### config.mk
export PLATFORM = sky130hd
export DESIGN_NAME = rnghg_top
export DESIGN_NICKNAME = d
export VERILOG_FILES = /design/src/shared/rnghg_pkg.sv /design/src/hw/rnghg_fifo.sv /design/src/hw/rnghg_top.sv
export SDC_FILE = /design/constraint.sdc
export NUM_CORES = 1
export LEC_CHECK = 0
export ABC_AREA = 0
export BUFFER_PORTS_ARGS = -buffer_cell sky130_fd_sc_hd__buf_2
export CAP_MARGIN = 20
export CORE_ASPECT_RATIO = 1.75
export CORE_UTILIZATION = 51
export CTS_BUF_LIST = sky130_fd_sc_hd__clkbuf_4 sky130_fd_sc_hd__clkbuf_8
export CTS_CLUSTER_SIZE = 14
export DETAILED_ROUTE_END_ITERATION = 8
export GPL_TIMING_DRIVEN = 1
export PLACE_DENSITY = 0.73
export SETUP_SLACK_MARGIN = 0.15
export SYNTH_ARGS = -nofsm -noshare
export SYNTH_HDL_FRONTEND = slang
export SYNTH_SLANG_ARGS = --single-unit
### constraint.sdc
create_clock -name i_clk -period 4 [get_ports i_clk]
set_input_delay 0.4 -clock i_clk [delete_from_list [all_inputs] [get_ports i_clk]]
set_output_delay 0.4 -clock i_clk [all_outputs]
set_load 0.02 [all_outputs]
### src/shared/rnghg_pkg.sv
package rnghg_pkg;

  localparam int unsigned OCTET_W      = 8;
  localparam int unsigned FIFO_DEPTH   = 16;
  // a run of this many equal raw bits counts as loss of entropy
  localparam int unsigned TF_RUN_LIMIT = 32;
  localparam int unsigned RUN_CNT_W    = 6;
  // online test: ones count over a window of raw bits
  localparam int unsigned WIN_BITS     = 256;
  localparam int unsigned WIN_POS_W    = 8;
  localparam int unsigned ONES_W       = 9;
  localparam int unsigned ONES_MIN     = 96;
  localparam int unsigned ONES_MAX     = 160;
  // entropy claim carried by released bits, in millibits per bit
  localparam int unsigned ENTROPY_MILLI = 997;

  typedef enum logic [3:0] {
    ST_IDLE    = 4'h1,
    ST_STARTUP = 4'h2,
    ST_RUN     = 4'h4,
    ST_FAIL    = 4'h8
  } rnghg_state_type;

endpackage

### src/hw/rnghg_fifo.sv
`timescale 1ns/1ps
`default_nettype none

module rnghg_fifo #(
  parameter int unsigned WIDTH = 8,
  parameter int unsigned DEPTH = 16
) (
  // clock and reset
  input  wire logic             i_clk,
  input  wire logic             i_rstn,
  input  wire logic             i_ce,
  input  wire logic             i_flush,
  // fill side
  input  wire logic             i_in_valid,
  output logic                  o_in_ready,
  input  wire logic [WIDTH-1:0] i_in_data,
  // drain side
  output logic                  o_out_valid,
  input  wire logic             i_out_ready,
  output logic [WIDTH-1:0]      o_out_data
);

  localparam int unsigned AW = $clog2(DEPTH);

  logic [WIDTH-1:0] mem [DEPTH];
  logic [AW:0]      wr_ptr_reg;
  logic [AW:0]      rd_ptr_reg;
  logic             push;
  logic             pop;

  assign o_out_valid = (wr_ptr_reg != rd_ptr_reg);
  assign o_in_ready  = (wr_ptr_reg[AW-1:0] != rd_ptr_reg[AW-1:0]) || (wr_ptr_reg[AW] == rd_ptr_reg[AW]);
  assign o_out_data  = mem[rd_ptr_reg[AW-1:0]];
  assign push        = i_ce && !i_flush && i_in_valid && o_in_ready;
  assign pop         = i_ce && !i_flush && o_out_valid && i_out_ready;

  always_ff @(posedge i_clk) begin
    if (push) begin
      mem[wr_ptr_reg[AW-1:0]] <= i_in_data;
    end
  end

  always_ff @(posedge i_clk or negedge i_rstn) begin
    if (!i_rstn) begin
      wr_ptr_reg <= '0;
      rd_ptr_reg <= '0;
    end else if (i_ce) begin
      if (i_flush) begin
        wr_ptr_reg <= '0;
        rd_ptr_reg <= '0;
      end else begin
        if (push) begin
          wr_ptr_reg <= wr_ptr_reg + 1'b1;
        end
        if (pop) begin
          rd_ptr_reg <= rd_ptr_reg + 1'b1;
        end
      end
    end
  end

endmodule

`default_nettype wire

### src/hw/rnghg_top.sv
`timescale 1ns/1ps
`default_nettype none

// Notes on behaviour
// RULE1 - every health check looks at the raw bits of the physical entropy source.
// RULE2 - from start-up on, a run of equal raw bits flags total entropy loss in the same cycle it completes; the code sets o_total_fail one cycle later.
// RULE3 - while total failure is flagged, no octet is offered to the consumer.
// RULE4 - octets only use raw bits older than the failure run, and everything queued is flushed on failure.
// RULE5 - a ones-count window test checks the raw stream at start-up and keeps running afterwards.
// RULE6 - output stays blocked until the first window passes, and is blocked again on any defect.
// RULE7 - the window test runs continuously, one window after another.
// RULE8 - the self-test sequence starts only on a software start request.
// RULE9 - a single held pass flag reports the outcome of the self-test sequence.
// RULE10 - released bits are packed and delivered as whole octets.
// RULE11 - o_valid goes low whenever start-up is pending, total failure or a defect is flagged.
module rnghg_top (
  // clock, reset, enable
  input  wire logic        i_clk,
  input  wire logic        i_rstn,
  input  wire logic        i_ce,
  // entropy source pin
  input  wire logic        i_raw_bit,
  // software control and status
  input  wire logic        i_start,
  output logic             o_busy,
  output logic             o_pass,
  output logic             o_total_fail,
  output logic             o_defect,
  // random octet stream
  output logic [7:0]       o_data,
  output logic             o_valid,
  input  wire logic        i_ready
);

  ////////////////////////////////////////////////////////////////////////////////
  // raw bit synchroniser and health tests

  logic                                  raw_meta_reg;
  logic                                  raw_sync_reg;
  logic                                  prev_bit_reg;
  logic [rnghg_pkg::RUN_CNT_W-1:0]       run_len_reg;
  logic [rnghg_pkg::WIN_POS_W-1:0]       win_pos_reg;
  logic [rnghg_pkg::ONES_W-1:0]          ones_reg;
  logic [rnghg_pkg::ONES_W-1:0]          ones_total;
  rnghg_pkg::rnghg_state_type            state_reg;
  logic                                  testing;
  logic                                  tf_hit;
  logic                                  win_end;
  logic                                  defect_hit;
  logic                                  start_ok;
  logic                                  kill;

  always_ff @(posedge i_clk or negedge i_rstn) begin
    if (!i_rstn) begin
      raw_meta_reg <= 1'b0;
      raw_sync_reg <= 1'b0;
    end else if (i_ce) begin
      raw_meta_reg <= i_raw_bit;
      raw_sync_reg <= raw_meta_reg;
    end
  end

  assign testing  = (state_reg == rnghg_pkg::ST_STARTUP) || (state_reg == rnghg_pkg::ST_RUN);
  assign start_ok = i_start && ((state_reg == rnghg_pkg::ST_IDLE) || (state_reg == rnghg_pkg::ST_FAIL)); // see RULE8

  // first sample after start never counts as a repeat, so a stale bit cannot trip the test
  assign tf_hit = testing && (run_len_reg != '0) && (raw_sync_reg == prev_bit_reg) &&
                  (run_len_reg == rnghg_pkg::RUN_CNT_W'(rnghg_pkg::TF_RUN_LIMIT - 1)); // see RULE1 see RULE2

  assign ones_total = ones_reg + rnghg_pkg::ONES_W'(raw_sync_reg);
  assign win_end    = (win_pos_reg == rnghg_pkg::WIN_POS_W'(rnghg_pkg::WIN_BITS - 1));
  assign defect_hit = testing && win_end &&
                      ((ones_total < rnghg_pkg::ONES_W'(rnghg_pkg::ONES_MIN)) ||
                       (ones_total > rnghg_pkg::ONES_W'(rnghg_pkg::ONES_MAX))); // see RULE5
  assign kill       = tf_hit || defect_hit;

  always_ff @(posedge i_clk or negedge i_rstn) begin
    if (!i_rstn) begin
      prev_bit_reg <= 1'b0;
      run_len_reg  <= '0;
    end else if (i_ce) begin
      if (!testing) begin
        run_len_reg <= '0;
      end else begin
        prev_bit_reg <= raw_sync_reg;
        if ((run_len_reg != '0) && (raw_sync_reg == prev_bit_reg)) begin
          if (run_len_reg != rnghg_pkg::RUN_CNT_W'(rnghg_pkg::TF_RUN_LIMIT)) begin
            run_len_reg <= run_len_reg + 1'b1;
          end
        end else begin
          run_len_reg <= rnghg_pkg::RUN_CNT_W'(1);
        end
      end
    end
  end

  always_ff @(posedge i_clk or negedge i_rstn) begin
    if (!i_rstn) begin
      win_pos_reg <= '0;
      ones_reg    <= '0;
    end else if (i_ce) begin
      if (!testing || win_end) begin // see RULE7
        win_pos_reg <= '0;
        ones_reg    <= '0;
      end else begin
        win_pos_reg <= win_pos_reg + 1'b1;
        ones_reg    <= ones_total;
      end
    end
  end

  ////////////////////////////////////////////////////////////////////////////////
  // sequence and status

  always_ff @(posedge i_clk or negedge i_rstn) begin
    if (!i_rstn) begin
      state_reg <= rnghg_pkg::ST_IDLE;
    end else if (i_ce) begin
      unique case (state_reg)
        rnghg_pkg::ST_IDLE, rnghg_pkg::ST_FAIL: begin
          if (start_ok) begin
            state_reg <= rnghg_pkg::ST_STARTUP;
          end
        end
        rnghg_pkg::ST_STARTUP: begin
          if (kill) begin
            state_reg <= rnghg_pkg::ST_FAIL;
          end else if (win_end) begin
            state_reg <= rnghg_pkg::ST_RUN; // see RULE6
          end
        end
        rnghg_pkg::ST_RUN: begin
          if (kill) begin
            state_reg <= rnghg_pkg::ST_FAIL; // see RULE6
          end
        end
        default: state_reg <= rnghg_pkg::ST_IDLE;
      endcase
    end
  end

  // hits only occur while testing and clears only while not, so the two never meet
  always_ff @(posedge i_clk or negedge i_rstn) begin
    if (!i_rstn) begin
      o_busy       <= 1'b0;
      o_pass       <= 1'b0;
      o_total_fail <= 1'b0;
      o_defect     <= 1'b0;
    end else if (i_ce) begin
      if (start_ok) begin
        o_busy       <= 1'b1;
        o_pass       <= 1'b0;
        o_total_fail <= 1'b0;
        o_defect     <= 1'b0;
      end else begin
        if (tf_hit) begin
          o_total_fail <= 1'b1; // see RULE2
        end
        if (defect_hit) begin
          o_defect <= 1'b1;
        end
        if (kill) begin
          o_busy <= 1'b0;
          o_pass <= 1'b0; // see RULE9
        end else if ((state_reg == rnghg_pkg::ST_STARTUP) && win_end) begin
          o_busy <= 1'b0;
          o_pass <= 1'b1; // see RULE9
        end
      end
    end
  end

  ////////////////////////////////////////////////////////////////////////////////
  // delay line and octet assembly

  // a bit is released only once it is older than any run that could still trip the test
  logic [rnghg_pkg::TF_RUN_LIMIT-1:0]    delay_reg;
  logic [rnghg_pkg::RUN_CNT_W-1:0]       fill_reg;
  logic                                  delay_full;
  logic [7:0]                            octet_reg;
  logic [2:0]                            bit_cnt_reg;
  logic [7:0]                            pend_reg;
  logic                                  pend_valid_reg;
  logic                                  fifo_in_ready;
  logic                                  assemble;
  logic                                  running;

  assign running    = (state_reg == rnghg_pkg::ST_RUN) && !kill;
  assign delay_full = (fill_reg == rnghg_pkg::RUN_CNT_W'(rnghg_pkg::TF_RUN_LIMIT));
  // back-pressure: while the pending octet cannot move, released bits are dropped
  assign assemble   = running && delay_full && !(pend_valid_reg && !fifo_in_ready);

  always_ff @(posedge i_clk or negedge i_rstn) begin
    if (!i_rstn) begin
      delay_reg <= '0;
      fill_reg  <= '0;
    end else if (i_ce) begin
      if (!testing || kill) begin
        fill_reg <= '0; // see RULE4
      end else begin
        delay_reg <= {delay_reg[rnghg_pkg::TF_RUN_LIMIT-2:0], raw_sync_reg};
        if (!delay_full) begin
          fill_reg <= fill_reg + 1'b1;
        end
      end
    end
  end

  always_ff @(posedge i_clk or negedge i_rstn) begin
    if (!i_rstn) begin
      octet_reg      <= '0;
      bit_cnt_reg    <= '0;
      pend_reg       <= '0;
      pend_valid_reg <= 1'b0;
    end else if (i_ce) begin
      if (!running) begin
        bit_cnt_reg    <= '0;
        pend_valid_reg <= 1'b0; // see RULE3 see RULE4
      end else begin
        if (pend_valid_reg && fifo_in_ready) begin
          pend_valid_reg <= 1'b0;
        end
        if (assemble) begin
          octet_reg   <= {octet_reg[6:0], delay_reg[rnghg_pkg::TF_RUN_LIMIT-1]};
          bit_cnt_reg <= bit_cnt_reg + 1'b1;
          if (bit_cnt_reg == 3'h7) begin
            pend_reg       <= {octet_reg[6:0], delay_reg[rnghg_pkg::TF_RUN_LIMIT-1]}; // see RULE10
            pend_valid_reg <= 1'b1;
          end
        end
      end
    end
  end

  ////////////////////////////////////////////////////////////////////////////////
  // buffer and output stage

  logic       fifo_out_valid;
  logic [7:0] fifo_out_data;
  logic       take;

  assign take = running && fifo_out_valid && (!o_valid || i_ready);

  rnghg_fifo #(
    .WIDTH (rnghg_pkg::OCTET_W),
    .DEPTH (rnghg_pkg::FIFO_DEPTH)
  ) i_rnghg_fifo (
    .i_clk       (i_clk),
    .i_rstn      (i_rstn),
    .i_ce        (i_ce),
    .i_flush     (!running), // see RULE4
    .i_in_valid  (pend_valid_reg),
    .o_in_ready  (fifo_in_ready),
    .i_in_data   (pend_reg),
    .o_out_valid (fifo_out_valid),
    .i_out_ready (take),
    .o_out_data  (fifo_out_data)
  );

  always_ff @(posedge i_clk or negedge i_rstn) begin
    if (!i_rstn) begin
      o_valid <= 1'b0;
      o_data  <= '0;
    end else if (i_ce) begin
      if (!running) begin
        o_valid <= 1'b0; // see RULE11 see RULE3 see RULE6
      end else if (take) begin
        o_valid <= 1'b1;
        o_data  <= fifo_out_data;
      end else if (i_ready) begin
        o_valid <= 1'b0;
      end
    end
  end

endmodule

`default_nettype wire

==> impl_metrics.ini <==
[floorplan]
core_um2 = 19700
num_rows = 68
fp.dieW_um = 109
die_area_um2 = 20500
io-pin-count = 19
die_y_um = 189
initial_core_util_pct = 51.7

[global_routing]
grt_overflow = 0
antenna_found_initial = 0
met1_usage_pct = 23.2
grtUsageMet3_pct = 3.46
use_met2_pct = 41.2
grtUsageTotal_pct = 22.0
grt-busiest-layer = met2
grt_pass1_vias = 6075
grt_first_pass_wirelength_um = 33300
grt_start_max_net_pins = 47

[power_and_ir_drop]
combinationalPowerShare_pct = 9.0
seqPwrFrac_pct = 54.5
pwr_density_cell_nw_per_um2 = 452
netSwitchingPower_mw = 1.22
power.internal_mw = 3.83
ir_drop_mv = 0.324
clockPowerShare_pct = 36.5
leakage_nw = 4.63
sw_frac_of_total_pct = 24.1

[drt]
drtIter0Drc = 291
wl_per_cell_um = 21.9
detail_route.vias_per_cell = 5.97
ant_nets = 0
vias = 5737
wirelength_um = 21000
drc = 0
dr.pass1.iters = 5

[worst_setup_path]
critPathLaunchType = flop
critPathTopFamily = simple AND/OR/NAND/NOR gates
critPathKind = reg2reg
crit_top_cell = ha_1
crit_chain = ha_1 > ha_1 > nand3_2 > or3_1 > a221o_1 > o211ai_1 > nand2b_1 > nor3_4 > buf_4 > and3_1
reg2reg_depth = 10
crit_path_max_incr_delay_ns = 0.46
crit_buf_inv = 1
crit_path_end_kind = flop
cpMaxStageDelayCell = dfrtp_1
arrival_ns = 3.55
cp_max_fo = 17
cp.required_ns = 4.15
cp.depth = 10

[synthesis]
synth_xor_xnor_area_share_pct = 1.55
syn_avg_cell_area_um2 = 15.5
synth_top_area_share_pct = 37.8
synth_area_leader_cell = edfxtp_1
synthTopCellsByArea = edfxtp_1 38%, dfrtp_1 27%, mux4_2 8.9%, mux2_2 5.7%, ha_1 1.7%
synth_top_family_by_area = multiplexers
synth-main-ff-cell = edfxtp_1
synthSimpleGateAreaFrac_pct = 8.19
yosysWarningCount = 0
synth_common_cells = 128 x edfxtp_1, 109 x dfrtp_1, 51 x mux2_2, 40 x mux4_2, 37 x nand2_1
postSynthCellCount = 655
async_reset_ff_share_pct = 46.2
yosysMostFrequentCell = edfxtp_1
synth_area_um2 = 10200
ys_seq_elements = 238
synth_cell_type_count = 63
synth-adder-area-share_pct = 1.72
synth_fp_nets = 675
synth_edf_count = 128
synth_compound_area_share_pct = 5.63
synthMuxAreaShare_pct = 15.9
synth_seq_area_share_pct = 65.0

[placement]
place_congestion = 0.894
numPortBuffers = 18
place_hpwl_um = 14900

[sta]
final-setup-viol-count = 0
fin_setup_tns_ns = 0
post-route-min-period_ns = 3.39
rsz0062_at_grt = false
period_share_pct = 84.9
relSlewSlack_pct = 44.1
hold_slack_ns = 0.131
maxSlewViolCount = 0
max_freq_mhz = 295
hold_viol_final = 0
tightest_slew_ns = 0.838
skew_ns = 0.0246

[clocking]
clock-sinks = 238
h-tree-depth = 2
cts_buffers = 34
clock_path_buffers = 3
clk_latency_ns = 0.51
clk_pin_slew_ns = 0.07
cts_tree = yes
cts_root_buffer = clkbuf_8

[finish]
drive_above_1_share_pct = 25.6
area_delta_synth_final_pct = 9.97
n_antenna_cell = 0
utilization_pct = 56.8
largest_reg_flops = 128
final_nets = 716

[job]
cap_viol_max_count = 0

[min_path]
min_path_cells = 2
hp-class = in2reg

[run_status]
status = complete, no violations
through the flow:
| stage | worst slack (ns) | power (mW) | cell area (um2) | instances |
|---|---|---|---|---|
| 6_report | 0.605 | 5.05 | 11200 | 961 |
| 3_3_place_gp | 0.741 | 3.23 | 10500 | 904 |
| 4_1_cts | 0.639 | 5.09 | 11200 | 961 |
| 5_1_grt | 0.363 | 5.26 | 11200 | 961 |
| 3_5_place_dp | 0.650 | 3.26 | 10500 | 904 |
| 2_1_floorplan | 0.889 | 3.13 | 10200 | 655 |
kinds of logic after synthesis:
logic type	after synthesis
buf+inv	47
simple gates	149
xor+xnor	18
flops	238
mux	104
fa+ha+maj	14
compound gates	85
final timing paths:
kind,from,slack (ns),end
worst max-delay path,raw_sync_reg,0.61,i_rnghg_fifo.mem[4][2]
worst min-delay path,i_raw_bit,0.13,raw_meta_reg
worst max register to register,raw_sync_reg,0.61,i_rnghg_fifo.mem[4][2]
worst min register to register,delay_reg[1],0.49,delay_reg[1]
max in group asynchronous,i_rstn,2.53,i_rnghg_fifo.rd_ptr_reg[0]
min in group asynchronous,i_rstn,0.45,o_data[1]
power by group through the flow:
stage / sequential [mW] / clock, mW / combinational (mW)
5_1_grt: 2.76 / 1.98 / 0.517
3_3_place_gp: 2.79 / 0 / 0.437
6_report: 2.75 / 1.84 / 0.456
3_5_place_dp: 2.80 / 0 / 0.461
2_1_floorplan: 2.78 / 0 / 0.357
4_1_cts: 2.75 / 1.87 / 0.463
cell type report:
class	instances	area, um2
clock buffers	37	497
multi-input cells	370	3350
fillers	1532	8490
well taps	245	307
repair buffers	31	193
flip-flops and latches	238	6600
inverters	21	78.8
clock inverters	19	141
layer usage:
metal,wire length (um),up-vias,part of all wire [%]
li1,-,2596,-
met1,7050,2902,34
met2,12000,175,57
met3,925,64,4.4
met4,1040,0,5.0
met5,0,-,0
layout by cell type (no fill, tap or decap), types with 4 or more instances in the layout:
cell	n
nand4_1	7
nor4b_1	4
clkinv_1	8
nor3_1	8
buf_4	13
mux2_2	51
buf_2	17
mux2i_1	4
a22o_1	4
nand3_1	17
xor2_1	5
o31ai_1	4
a21oi_1	14
or3_1	6
o21ai_0	26
inv_1	20
xnor2_1	13
clkbuf_8	35
clkinv_2	8
nor2_1	23
nor2b_1	4
ha_1	14
nand2b_1	4
mux2_1	9
edfxtp_1	128
nand2_1	37
dfrtp_1	108
mux4_2	40
o22ai_1	5
and3_1	19
and2_1	7
o2bb2ai_1	6
what timing repair did:
| item | CTS | global route |
|---|---|---|
| hold buffers | 1 | 0 |
| setup buffers | 0 | 0 |
| gates resized for setup | 0 | 0 |
| hold endpoints to repair | 43 | 0 |
(Power assumes the default switching activity.)
